===== src/sfp_top.sv =====
// Serial flash page operations and status read: package and top module.
// Assumes host pins arrive asynchronously and an array model outside
// reacts to op_req_out and reports the compare mismatch.

package sfp_pkg;
  // ==========================================================================
  // Opcodes
  localparam logic [7:0] OPC_COPY_B1 = 8'h53;
  localparam logic [7:0] OPC_COPY_B2 = 8'h55;
  localparam logic [7:0] OPC_COMP_B1 = 8'h60;
  localparam logic [7:0] OPC_COMP_B2 = 8'h61;
  localparam logic [7:0] OPC_REWR_B1 = 8'h58;
  localparam logic [7:0] OPC_REWR_B2 = 8'h59;
  localparam logic [7:0] OPC_STATUS  = 8'hd7;

  // ==========================================================================
  // Frame layout
  localparam logic [4:0] OPC_LAST_BIT  = 5'h07;
  localparam logic [4:0] ADDR_BITS     = 5'h18;
  localparam int         PG528_LSB     = 10;
  localparam int         PG512_LSB     = 9;
  localparam logic [3:0] STAT_LAST_BIT = 4'hf;

  // ==========================================================================
  // Timing: durations in ns, cycle counts derived from the clock period
  localparam int unsigned CLK_PERIOD_NS      = 5;
  localparam int unsigned PAGE_COPY_TIME_NS  = 200000;
  localparam int unsigned MATCH_CHECK_TIME_NS = 200000;
  localparam int unsigned REWRITE_MAX_TIME_NS = 20000000;
  localparam int unsigned COPY_CYC_DEF = PAGE_COPY_TIME_NS / CLK_PERIOD_NS;
  localparam int unsigned COMP_CYC_DEF = MATCH_CHECK_TIME_NS / CLK_PERIOD_NS;
  localparam int unsigned REWR_CYC_DEF = REWRITE_MAX_TIME_NS / CLK_PERIOD_NS;

  // ==========================================================================
  // Types
  typedef enum logic [1:0] {OP_COPY, OP_COMPARE, OP_REWRITE} sfp_op_e;

  typedef struct packed {
    sfp_op_e     kind;       // Operation to run
    logic        buf_two;    // 1 selects the second buffer
    logic [12:0] page;       // page_number_bits
  } sfp_op_req_s;

  typedef struct packed {
    logic protect;                 // Sector protection enabled
    logic page_pow2;               // 512-byte page configuration
    logic program_error_flag;
    logic lockdown_enable_flag;
    logic buffer_two_suspend_flag;
    logic buffer_one_suspend_flag;
    logic erase_suspend_flag;
  } sfp_flags_s;
endpackage

`timescale 1ns/100ps
`default_nettype none

module sfp_top #(
  parameter int unsigned COPY_CYC     = sfp_pkg::COPY_CYC_DEF,
  parameter int unsigned COMP_CYC     = sfp_pkg::COMP_CYC_DEF,
  parameter int unsigned REWR_CYC     = sfp_pkg::REWR_CYC_DEF,
  parameter logic [3:0]  DENSITY_CODE = 4'h5  // Arbitrary value
) (
  input  wire logic                 clk_in,       // 200 MHz clock
  input  wire logic                 nrst_in,      // Async reset, active low
  input  wire logic                 cs_n_in,      // Chip select pin
  input  wire logic                 sck_in,       // Serial clock pin
  input  wire logic                 si_in,        // Serial data in pin
  input  wire sfp_pkg::sfp_flags_s  flags_in,     // Status flags, same clock
  input  wire logic                 mismatch_in,  // Compare result from array
  output logic                      so_out,       // Serial data out
  output logic                      so_oe_n_out,  // Low while driving so_out
  output logic                      op_start_out, // One-cycle launch pulse
  output sfp_pkg::sfp_op_req_s      op_req_out    // Launched operation
);
  import sfp_pkg::*;

  typedef enum logic [2:0] {
    ST_IDLE, ST_CMD, ST_ADDR, ST_ARMED, ST_STAT, ST_SKIP
  } sfp_fsm_e;

  typedef struct packed {
    logic [2:0]  cs_sy;     // [0] first flop, [1] second, [2] previous
    logic [2:0]  sck_sy;
    logic [1:0]  si_sy;
    sfp_fsm_e    st;
    logic [4:0]  cnt;
    logic [7:0]  opc;
    logic [23:0] addr;
    logic [3:0]  sbit;
    logic        so;
    logic        so_oe_n;
    logic        comp;
    logic        start;
    sfp_op_req_s pend;     // Kept apart so a refused command leaves req alone
    sfp_op_req_s req;
  } sfp_state_s;

  // ==========================================================================
  // Reset release
  logic [1:0] rst_q;
  logic       rst_n;

  // Reset is applied at once but released through two flops
  always_ff @(posedge clk_in or negedge nrst_in) begin
    if (!nrst_in) begin
      rst_q <= 2'h0;
    end else begin
      rst_q <= {rst_q[0], 1'b1};
    end
  end
  assign rst_n = rst_q[1];

  // ==========================================================================
  // Self-timed operation timer
  sfp_state_s r;
  sfp_state_s next_r;
  logic       busy;
  logic       done;

  sfp_op_timer #(
    .COPY_CYC (COPY_CYC),
    .COMP_CYC (COMP_CYC),
    .REWR_CYC (REWR_CYC)
  ) u_timer (
    .clk_in   (clk_in),
    .rst_n_in (rst_n),
    .start_in (r.start),
    .kind_in  (r.req.kind),
    .busy_out (busy),
    .done_out (done)
  );

  // ==========================================================================
  // Helpers
  // Page field sits one bit lower in the 512-byte layout
  function automatic logic [12:0] page_of(input logic [23:0] a,
                                          input logic        pow2);
    page_of = pow2 ? a[PG512_LSB +: 13] : a[PG528_LSB +: 13];
  endfunction

  // Status bit at position i of the repeating 16-bit stream, MSB first
  function automatic logic stat_bit(input logic [3:0] i,
                                    input logic       rdy,
                                    input logic       comp,
                                    input sfp_flags_s f,
                                    input logic [3:0] dens);
    logic [15:0] w;
    w = {rdy, comp, dens, f.protect, f.page_pow2,
         rdy, 1'b0, f.program_error_flag, 1'b0,
         f.lockdown_enable_flag, f.buffer_two_suspend_flag,
         f.buffer_one_suspend_flag, f.erase_suspend_flag};
    stat_bit = w[4'hf - i];
  endfunction

  // ==========================================================================
  // State and next state
  logic       cs_rise;
  logic       cs_fall;
  logic       sck_rise;
  logic       sck_fall;
  logic [7:0] opc_in;

  // Edges look only at the second and third sync stages
  assign cs_rise  = r.cs_sy[1] & ~r.cs_sy[2];
  assign cs_fall  = ~r.cs_sy[1] & r.cs_sy[2];
  assign sck_rise = r.sck_sy[1] & ~r.sck_sy[2];
  assign sck_fall = ~r.sck_sy[1] & r.sck_sy[2];
  assign opc_in   = {r.opc[6:0], r.si_sy[1]};

  // Command decoder, address capture and status shifter
  always_comb begin
    next_r        = r;
    next_r.start  = 1'b0;
    next_r.cs_sy  = {r.cs_sy[1:0], cs_n_in};
    next_r.sck_sy = {r.sck_sy[1:0], sck_in};
    next_r.si_sy  = {r.si_sy[0], si_in};
    if (done && r.req.kind == OP_COMPARE) begin
      next_r.comp = mismatch_in;
    end
    if (cs_rise) begin
      next_r.st      = ST_IDLE;
      next_r.so_oe_n = 1'b1;
      // A command arriving while busy is dropped, not queued
      if (r.st == ST_ARMED && !busy) begin
        next_r.start    = 1'b1;
        next_r.req      = r.pend;
        next_r.req.page = page_of(r.addr, flags_in.page_pow2);
      end
    end else if (cs_fall) begin
      next_r.st  = ST_CMD;
      next_r.cnt = 5'h00;
    end else begin
      case (r.st)
        ST_CMD: begin
          if (sck_rise) begin
            next_r.opc = opc_in;
            next_r.cnt = r.cnt + 5'h01;
            if (r.cnt == OPC_LAST_BIT) begin
              next_r.cnt = 5'h00;
              case (opc_in)
                OPC_STATUS: begin
                  next_r.st   = ST_STAT;
                  next_r.sbit = 4'h0;
                end
                OPC_COPY_B1, OPC_COPY_B2: begin
                  next_r.st        = ST_ADDR;
                  next_r.pend.kind = OP_COPY;
                end
                OPC_COMP_B1, OPC_COMP_B2: begin
                  next_r.st        = ST_ADDR;
                  next_r.pend.kind = OP_COMPARE;
                end
                OPC_REWR_B1, OPC_REWR_B2: begin
                  next_r.st        = ST_ADDR;
                  next_r.pend.kind = OP_REWRITE;
                end
                default: begin
                  next_r.st = ST_SKIP;
                end
              endcase
              // Copy pair differs in bits 1 and 2, the others in bit 0
              next_r.pend.buf_two = opc_in[0] & (opc_in != OPC_COPY_B1);
            end
          end
        end
        ST_ADDR: begin
          if (sck_rise) begin
            next_r.addr = {r.addr[22:0], r.si_sy[1]};
            next_r.cnt  = r.cnt + 5'h01;
            if (r.cnt == ADDR_BITS - 5'h01) begin
              next_r.st = ST_ARMED;
            end
          end
        end
        ST_STAT: begin
          // Values are read live at every bit, so each byte is current
          if (sck_fall) begin
            next_r.so      = stat_bit(r.sbit, ~busy, r.comp, flags_in,
                                      DENSITY_CODE);
            next_r.so_oe_n = 1'b0;
            next_r.sbit    = r.sbit + 4'h1;
          end
        end
        default: begin
        end
      endcase
    end
  end

  // State register
  always_ff @(posedge clk_in or negedge rst_n) begin
    if (!rst_n) begin
      r         <= '0;
      r.cs_sy   <= 3'h7;
      r.sck_sy  <= 3'h0;
      r.so_oe_n <= 1'b1;
      r.st      <= ST_IDLE;
    end else begin
      r <= next_r;
    end
  end

  assign so_out       = r.so;
  assign so_oe_n_out  = r.so_oe_n;
  assign op_start_out = r.start;
  assign op_req_out   = r.req;
endmodule

`default_nettype wire


===== src/sfp_op_timer.sv =====
// Self-timed operation timer for page copy, compare and rewrite.
// Assumes start_in is a one-cycle pulse from the same clock domain.

`timescale 1ns/100ps
`default_nettype none

module sfp_op_timer #(
  parameter int unsigned COPY_CYC = sfp_pkg::COPY_CYC_DEF,
  parameter int unsigned COMP_CYC = sfp_pkg::COMP_CYC_DEF,
  parameter int unsigned REWR_CYC = sfp_pkg::REWR_CYC_DEF
) (
  input  wire logic            clk_in,   // System clock
  input  wire logic            rst_n_in, // Synchronised reset, active low
  input  wire logic            start_in, // Launch pulse
  input  wire sfp_pkg::sfp_op_e kind_in, // Operation to time
  output logic                 busy_out, // High while operation runs
  output logic                 done_out  // One-cycle pulse at completion
);
  import sfp_pkg::*;

  typedef struct packed {
    logic        busy;
    logic        done;
    logic [31:0] cnt;
  } sfp_tmr_s;

  sfp_tmr_s r;
  sfp_tmr_s next_r;

  // Rewrite is timed as one span covering its copy and program phases
  always_comb begin
    next_r      = r;
    next_r.done = 1'b0;
    if (start_in && !r.busy) begin
      next_r.busy = 1'b1;
      case (kind_in)
        OP_COPY:    next_r.cnt = 32'(COPY_CYC) - 32'h1;
        OP_COMPARE: next_r.cnt = 32'(COMP_CYC) - 32'h1;
        OP_REWRITE: next_r.cnt = 32'(REWR_CYC) - 32'h1;
        default:    next_r.cnt = 32'h0;
      endcase
    end else if (r.busy) begin
      if (r.cnt == 32'h0) begin
        next_r.busy = 1'b0;
        next_r.done = 1'b1;
      end else begin
        next_r.cnt = r.cnt - 32'h1;
      end
    end
  end

  // State register
  always_ff @(posedge clk_in or negedge rst_n_in) begin
    if (!rst_n_in) begin
      r <= '0;
    end else begin
      r <= next_r;
    end
  end

  assign busy_out = r.busy;
  assign done_out = r.done;
endmodule

`default_nettype wire


===== config.mk =====
export PLATFORM = sky130hd
export DESIGN_NAME = sfp_top
export DESIGN_NICKNAME = d
export VERILOG_FILES = /design/src/sfp_top.sv /design/src/sfp_op_timer.sv
export SDC_FILE = /design/constraint.sdc
export NUM_CORES = 1
export LEC_CHECK = 0
export BUFFER_PORTS_ARGS = -buffer_cell sky130_fd_sc_hd__buf_2
export CORE_ASPECT_RATIO = 0.8
export CORE_UTILIZATION = 63
export CTS_BUF_LIST = sky130_fd_sc_hd__clkbuf_4
export DETAILED_ROUTE_END_ITERATION = 10
export PLACE_DENSITY = 0.83
export SETUP_SLACK_MARGIN = 0.3
export SYNTH_ARGS = -nofsm -noshare
export SYNTH_HDL_FRONTEND = slang
export SYNTH_HIERARCHICAL = 1
export SYNTH_SLANG_ARGS = --single-unit

===== constraint.sdc =====
create_clock -name clk_in -period 3.92 [get_ports clk_in]
set_input_delay 0.392 -clock clk_in [delete_from_list [all_inputs] [get_ports clk_in]]
set_output_delay 0.392 -clock clk_in [all_outputs]
set_load 0.01 [all_outputs]

==> impl_metrics.toml, run 1 <==
[pwr]
cellInternalPower_mw = 1.35
combPwrFrac_pct = 5.2
sw_frac_of_total_pct = 26.1
seqPwrFrac_pct = 66.1
power_density_nw_per_um2 = 309
switching_power_uw = 477
clkPwrFrac_pct = 28.7
peakVddDrop_mv = 0.188
p_leak_nw = 2.68
p_total_mw = 1.83

[clock_tree]
clk_pin_slew_worst_paths_ns = 0.17
cts_buffers = 9
postCtsHoldBufs = 3
cts_tree = "done"
cts-root-buf = "clkbuf_4"
clk_latency_ns = 0.47
htree_num_levels = 3
cts.sinks = 109
cts_setup_buffers = 0
cts_buffer_depth = 2
cts-resized-gates = 0

[worst_setup_path]
crit_required_ns = 4.29
setup.worst_path.class = "reg -> reg"
crit_fanout = 26
end_kind = "register"
start_kind = "register"
r2r_slack_ns = 1.26
arrival_ns = 3.03

[placement]
hpwl_um = 8100
placed_area_um2 = 5740
place_congestion = 0.908
dp_cells = 660
port_buffers = 31

[sta]
grt_setup_unrepaired = "false"
finalCritPeriodShare_pct = 68.0
finalSetupTns_ns = 0
drv_slew = 0
tightest_slew_ns = 1.06
post-route-min-period_ns = 2.66
clock.fmax_mhz = 375
slew_headroom_pct = 29.5
hold_violations = 0
setup_violations = 0
finClkSkew_ns = 0.0157

[floorplanning]
die_h_um = 86.7
start_util_pct = 65.8
dieWidth_um = 108
row_count = 30
fp.coreArea_um2 = 8600
io_pins = 32
fp.dieArea_um2 = 9360

[run_status]
status = "complete, no violations"

[layout]
drive_above_1_share_pct = 20.2
fin_area_um2 = 5900
nets = 581
areaGrowthSynthToFinish_pct = 4.40
diodes = 0
final_cells = 680

[route]
wl_um = 11700
viasPerCell = 6.48
ant_nets = 0
avgRoutedWirePerCell_um = 17.1
firstDrtPassIters = 5
first_iter_violations = 362
routed-via-count = 4403
drc = 0

[yosys]
synth_xor_area_share_pct = 0.155
async_flop_share_pct = 100
synth_common_cells = "dfrtp_1 (105), nand2_1 (44), o21ai_0 (40)"
yosys_register_bits = 109
synthMuxAreaShare_pct = 9.69
synth_ff_type = "dfrtp_1"
synth_top_family_by_area = "simple AND/OR/NAND/NOR gates"
synth_compound_area_share_pct = 15.6
synth_largest_area_cell = "dfrtp_1"
yosys.area_share.simple_pct = 19.5
yosys-top-cells-area = "dfrtp_1 (46%), mux2_2 (6.4%), o21ai_0 (3.5%)"
syn_inst = 555
netlist_area_um2 = 5650
synth_fp_nets = 573
syn_area_per_cell_um2 = 10.2
ys_warn_count = 6
ys_seq_area_share_pct = 48.3
yosys.area_share.adder_pct = 1.11
yosysMostFrequentCell = "dfrtp_1"
ys_types = 73
synth_top_cell_area_share_pct = 46.5
synth_edf_count = 0

[grt]
globalRouteOverflowTotal = 0
grt_usage_pct = 27.1
grt_pass1_wl_um = 19800
grt_max_degree = 86
antenna_found_initial = 0
grt_pass1_vias = 4178

[min_path]
min_path_type = "in -> reg"

[flow_run]
drv_cap = 0
[through the flow]
stage	setup WS [ns]	hold WS, ns	util (%)
global placement	1.47	0.176	66.8
finish	1.26	0.167	68.7
global route	1.07	0.134	68.7
floorplan	0.666	0.0964	-
CTS	1.33	0.00102	68.6
detailed placement	1.34	0.181	66.8
[area by class of cell]
type,instances,area [µm²]
inverters,18,67.6
multi-input cells,385,2610
fillers,648,2690
well taps,112,140
clock buffers,10,75.1
flip-flops and latches,109,2740
clock inverters,6,46.3
repair buffers,40,233
[final timing paths]
check,startpoint,cells past startpoint,to
max in group asynchronous,rst_q[1],1,u_timer/r[23]
worst max-delay path,u_timer/r[0],8,u_timer/r[11]
worst min register to register,next_r[86],0,next_r[87]
worst max register to register,u_timer/r[0],8,u_timer/r[11]
worst min-delay path,mismatch_in,2,r[33]
min in group asynchronous,nrst_in,2,rst_q[1]
[power by group through the flow]
stage          clock network (mW)  registers [mW]  logic [mW]
2_1_floorplan                   0            1.21      0.0744
4_1_cts                     0.535            1.21      0.0946
6_report                    0.524            1.21      0.0953
5_1_grt                     0.574            1.22       0.105
3_3_place_gp                    0            1.22      0.0882
3_5_place_dp                    0            1.23      0.0922
[worst max-delay path, cell delays in order, from the launching register on]
cell     delay (ns)
dfrtp_1        0.44
inv_1          0.11
ha_1           0.23
nor4b_1        0.37
nand4_1        0.41
nor4_4         0.31
buf_4          0.33
nor3b_1        0.10
a221o_1        0.26
[flip-flops by register name, summed over array words and instances, names as in the netlist, 2 cells and up]
name / count
r: 41
next_r: 5
u_timer/r: 32
opc_in: 8
rst_q: 2
op_req_out: 16
[cells in the final DEF (no fill, tap or decap), types with 4 or more instances in the layout]
| cell type | count |
|---|---|
| ha_1 | 5 |
| mux2i_1 | 15 |
| o31ai_1 | 12 |
| o21ai_0 | 40 |
| buf_2 | 31 |
| or2_2 | 5 |
| a21oi_1 | 25 |
| inv_1 | 17 |
| clkbuf_4 | 10 |
| nor4_1 | 8 |
| dfrtp_1 | 104 |
| a211oi_1 | 5 |
| or4_1 | 10 |
| o21ai_1 | 12 |
| mux2_2 | 32 |
| nor3_1 | 18 |
| nand2b_1 | 4 |
| buf_4 | 5 |
| nor2_1 | 29 |
| nand4_1 | 9 |
| o21a_1 | 4 |
| a211o_1 | 4 |
| nand2_1 | 44 |
| nor2b_1 | 5 |
| dfstp_2 | 4 |
| nand3_1 | 9 |
| dlygate4sd3_1 | 4 |
| a31oi_1 | 13 |
| or3_1 | 7 |
[routing by layer]
layer | routed length (µm) | part of all wire (%) | track usage (%) | vias to the layer above
li1 | - | - | - | 2054
met1 | 5560 | 48 | 39.8 | 2167
met2 | 5220 | 45 | 40.4 | 166
met3 | 715 | 6.1 | 5.41 | 16
met4 | 154 | 1.3 | 9.22 | 0
met5 | 0 | 0 | 0 | -
[kinds of logic after synthesis]
kind of cell,Yosys count
simple gates,188
compound gates,141
flops,109
buf+inv,61
mux,49
fa+ha+maj,5
other cells,1
xor+xnor,1
No activity file was read; power rests on OpenSTA's default activity.
==> run 2, diff against run 1 <==
- clock period: 3.92 -> 2.5 ns (I/O delays scaled with it)
==> run 2 against run 1 <==
- core utilization grew 7.2 points
- sequential power grew 55%
- critical path depth is the same
- global-route usage grew 2.4 points
- clock-buffer cell count shrank 1
- register-to-register slack lost 1.2 ns
- clock skew grew 0.014 ns
- critical path type unchanged
- largest cell class is now multi-input gates
==> impl_metrics.toml, run 2 (same netlist as run 1, synthesis figures left out) <==
[run_status]
status = "complete, no violations"

[sta]
slew_headroom_pct = 46.7
clock.fmax_mhz = 404
finalCritPeriodShare_pct = 98.9
setup_violations = 0
finClkSkew_ns = 0.0295
grt_setup_unrepaired = "true"
hold_violations = 0
post-route-min-period_ns = 2.47
tightest_slew_ns = 0.799
drv_slew = 0
finalSetupTns_ns = 0

[floorplanning]
start_util_pct = 65.8
die_h_um = 86.7
fp.coreArea_um2 = 8600
row_count = 30
io_pins = 32
fp.dieArea_um2 = 9360
dieWidth_um = 108

[worst_setup_path]
crit_fanout = 5
r2r_slack_ns = 0.03
worst_r2r_path_depth = 8
start_kind = "register"
path_cells = "inv_2 > ha_2 > or4b_4 > nor4_4 > buf_4 > and4_4 > o21ai_0 > a221o_1"
crit_start = "u_timer/r[0]"
max_stage_delay_ns = 0.54
rr_startpoint = "u_timer/r[0]"
end_kind = "register"
crit_required_ns = 2.86
slowest_stage = "or4b_4"
r2r-end = "u_timer/r[11]"
arrival_ns = 2.84
setup.worst_path.class = "reg -> reg"

[pwr]
p_leak_nw = 2.95
p_total_mw = 2.88
power_density_nw_per_um2 = 442
peakVddDrop_mv = 0.343

[placement]
hpwl_um = 8370
port_buffers = 31
placed_area_um2 = 5900
dp_cells = 677
place_congestion = 0.925

[route]
wl_um = 13600
first_iter_violations = 515
drc = 0
avgRoutedWirePerCell_um = 18.8
viasPerCell = 6.64
routed-via-count = 4795
firstDrtPassIters = 8
ant_nets = 0

[clock_tree]
cts_tree = "done"
cts.sinks = 109
htree_num_levels = 3
cts_buffers = 9
cts_buffer_depth = 2
clk_latency_ns = 0.48
cts-root-buf = "clkbuf_4"
clk_pin_slew_worst_paths_ns = 0.18

[layout]
regMostFlops = "r"
diodes = 0
fin_area_um2 = 6520
fillers = 544
areaGrowthSynthToFinish_pct = 15.3
nets = 623
final_cell_mix = "dfrtp_1 (104), nand2_1 (44), o21ai_0 (40), buf_4 (34), mux2_2 (32)"
largest_reg_flops = 41
final_common_cell = "dfrtp_1"
drive_above_1_share_pct = 31.3
final_cells = 722

[grt]
grt_pass1_wl_um = 21500
grt_usage_pct = 29.6
antenna_found_initial = 0
globalRouteOverflowTotal = 0
grt_max_degree = 108
grt_pass1_vias = 4501

[min_path]
min_path_type = "in -> async"

[flow_run]
drv_cap = 0
-- run 2: cell count changes in the layout (fill, tap and decap cells not counted), moves of 4 or more --
cell     change
nor2_1       -5
o21ai_1      -6
o21ai_2      +5
buf_4       +29
nor4_1       -4
buf_6        +8
nor2_4       +5
-- run 2: worst max-delay path: cells and delay by family (launching register included) --
family          cells  cell delay (ns)
fa+ha+maj           1             0.22
simple gates        3             1.03
buf+inv             2             0.26
compound gates      2             0.39
flops               1             0.46
-- run 2: worst max path at each step --
stage                          endpoint  slack (ns)  cells past startpoint
after detailed placement  u_timer/r[28]        0.09                      7
after floorplan           u_timer/r[15]        0.20                      6
after global placement    u_timer/r[15]        0.15                      5
after global routing      u_timer/r[28]       -0.04                      7
final                     u_timer/r[11]        0.03                      8
after CTS                 u_timer/r[21]        0.13                      8
-- run 2: stage by stage --
step / hold slack (ns) / setup slack, ns / utilization [%]
6_report: 0.0755 / 0.0277 / 75.8
5_1_grt: 0.0470 / -0.0376 / 75.8
4_1_cts: 0.0506 / 0.134 / 73.6
3_5_place_dp: 0.0359 / 0.0904 / 68.6
3_3_place_gp: 0.0353 / 0.145 / 68.6
2_1_floorplan: -0.0456 / 0.201 / -
-- run 2: power breakdown --
group / switching [mW] / total [mW] / internal [mW]
Combinational: 0.0978 / 0.179 / 0.0812
Clock: 0.617 / 0.834 / 0.218
Sequential: 0.0558 / 1.87 / 1.81
Total: 0.770 / 2.88 / 2.11
-- run 2: area by class of cell --
type	count	area, µm²	share of cell area (%)
clock inverters	7	55.1	0.845
multi-input cells	386	2850	43.7
clock buffers	9	67.6	1.04
repair buffers	81	606	9.29
inverters	18	67.6	1.04
flip-flops and latches	109	2740	42.0
well taps	112	140	2.15
-- run 2: per-layer routing --
metal | vias to the layer above | GRT usage, % | wire length (µm)
li1 | 2139 | - | -
met1 | 2338 | 41.8 | 5740
met2 | 256 | 46.3 | 6300
met3 | 62 | 6.24 | 1170
met4 | 0 | 8.84 | 396
met5 | - | 0 | 0
-- run 2: timing repair --
item                       CTS  global route
buffers inserted            13             8
hold buffers                 5             0
pin swaps                   22            14
gates resized for setup     31            30
gates cloned                 3             0
hold endpoints to repair     6             0
setup endpoints to repair   32            33
==> run 3, diff against run 2 <==
- CORE_UTILIZATION: 63 -> 50
- PLACE_DENSITY: 0.83 -> 0.68
- TNS_END_PERCENT: unset -> 20
==> run 3 against run 2 <==
- register-to-register slack better by 0.10 ns
- non-clock buffer count fell by 2
- sequential power hardly changed
- clock-buffer cell count is the same
- clock skew down 0.0092 ns
- cell count grew 4.0%
- worst hold slack got worse by 0.020 ns
- largest power group unchanged
==> impl_metrics.toml, run 3 (same netlist as run 1, synthesis figures left out) <==
[run_status]
status = "complete, no violations"

[sta]
finalCritPeriodShare_pct = 94.9
post-route-min-period_ns = 2.37
finalSetupTns_ns = 0
setup_ws_ns = 0.128
tightest_slew_ns = 0.630
drv_slew = 0
slew_headroom_pct = 57.4
hold_violations = 0
setup_violations = 0
finClkSkew_ns = 0.0203
grt_setup_unrepaired = "true"
clock.fmax_mhz = 422
fin_hold_ws_ns = 0.0559

[worst_setup_path]
start_kind = "register"
path_depth = 5
setup.worst_path.class = "reg -> reg"
arrival_ns = 2.72
cpLargestDelayFamily = "simple AND/OR/NAND/NOR gates"
r2r_slack_ns = 0.13
cp_common_cell = "or4_4"
slowest_stage = "or4_4"
crit_buf_inv = 0
crit_required_ns = 2.85
end_kind = "register"
crit_fanout = 5
worst_r2r_path_depth = 5
path_cells = "or4_4 > or3_4 > or4_4 > a31oi_1 > a211oi_1"
max_stage_delay_ns = 0.59

[placement]
pre_cts_ws_ns = 0.113
port_buffers = 31
placed_area_um2 = 5990
dp_cells = 718
place_congestion = 0.917
hpwl_um = 8730

[layout]
nets = 620
fin_area_um2 = 6380
seqCellArea_um2 = 2740
drive_above_1_share_pct = 27.2
final_cell_mix = "dfrtp_1 (104), nand2_1 (44), o21ai_0 (40), buf_4 (39), mux2_2 (32)"
post-route-util_pct = 58.3
fillers = 914
multi_input_area_um2 = 2680
final_common_cell = "dfrtp_1"
regMostFlops = "r"
final_cells = 751
areaGrowthSynthToFinish_pct = 12.8
largest_reg_flops = 41
diodes = 0

[route]
drc = 0
first_iter_violations = 353
avgRoutedWirePerCell_um = 16.9
viasPerCell = 6.02
ant_nets = 0
firstDrtPassIters = 5
routed-via-count = 4518
wl_um = 12700

[grt]
grt_usage_pct = 22.7
globalRouteOverflowTotal = 0
grt_pass1_vias = 4264
grt_max_degree = 49
antenna_found_initial = 0
grt_pass1_wl_um = 21200

[floorplanning]
start_util_pct = 51.7
fp.coreArea_um2 = 10900
die_h_um = 97.1
dieWidth_um = 121
row_count = 34
io_pins = 32
fp.dieArea_um2 = 11700

[pwr]
combPwrFrac_pct = 5.7
sw_frac_of_total_pct = 27.1
p_leak_nw = 2.91
switching_power_uw = 788
seqPwrFrac_pct = 64.5
p_total_mw = 2.91
power_density_nw_per_um2 = 457
clkPwrFrac_pct = 29.8
peakVddDrop_mv = 0.236
cellInternalPower_mw = 2.12

[clock_tree]
htree_num_levels = 3
cts-root-buf = "clkbuf_4"
clk_latency_ns = 0.46
cts_buffers = 9
cts.sinks = 109
cts_tree = "done"
clk_pin_slew_worst_paths_ns = 0.18
cts_buffer_depth = 2

[min_path]
min_path_type = "in -> async"

[flow_run]
drv_cap = 0
-- run 3: final timing paths --
path / start / endpoint
setup / recovery: u_timer/r[21] / u_timer/r[15]
hold / removal: nrst_in / rst_q[1]
setup reg to reg: u_timer/r[21] / u_timer/r[15]
hold reg to reg: rst_q[1] / op_req_out[12]
max in group asynchronous: rst_q[1] / next_r[86]
min in group clk_in: flags_in[4] / so_out
-- run 3: final cells by class --
type,count,area share (%)
flip-flops and latches,109,42.9
clock inverters,7,1.10
repair buffers,79,9.08
well taps,144,2.82
multi-input cells,385,42.0
inverters,18,1.06
clock buffers,9,1.06
-- run 3: metal layers --
metal / up-vias / track usage (%) / share of wire (%) / routed length, µm
met5: - / 0 / 0 / 0
met2: 139 / 33.2 / 44 / 5640
met1: 2234 / 34.5 / 48 / 6140
met4: 0 / 5.60 / 1.5 / 188
met3: 16 / 4.64 / 5.9 / 757
li1: 2129 / - / - / -
-- run 3: power by group through the flow --
stage	Sequential (mW)	Combinational [mW]	Clock (mW)
2_1_floorplan	1.90	0.117	0
3_3_place_gp	1.91	0.156	0
3_5_place_dp	1.91	0.162	0
4_1_cts	1.88	0.168	0.895
5_1_grt	1.89	0.186	0.972
6_report	1.88	0.166	0.868
-- run 3: repair_timing --
| item | 4_1_cts | 5_1_grt |
|---|---|---|
| setup buffers | 6 | 4 |
| pin swaps | 3 | 4 |
| cloned | 0 | 2 |
| hold buffers | 5 | 0 |
| setup endpoints to repair | 31 | 34 |
| endpoints found under the hold margin | 6 | 0 |
| resized for setup | 6 | 9 |
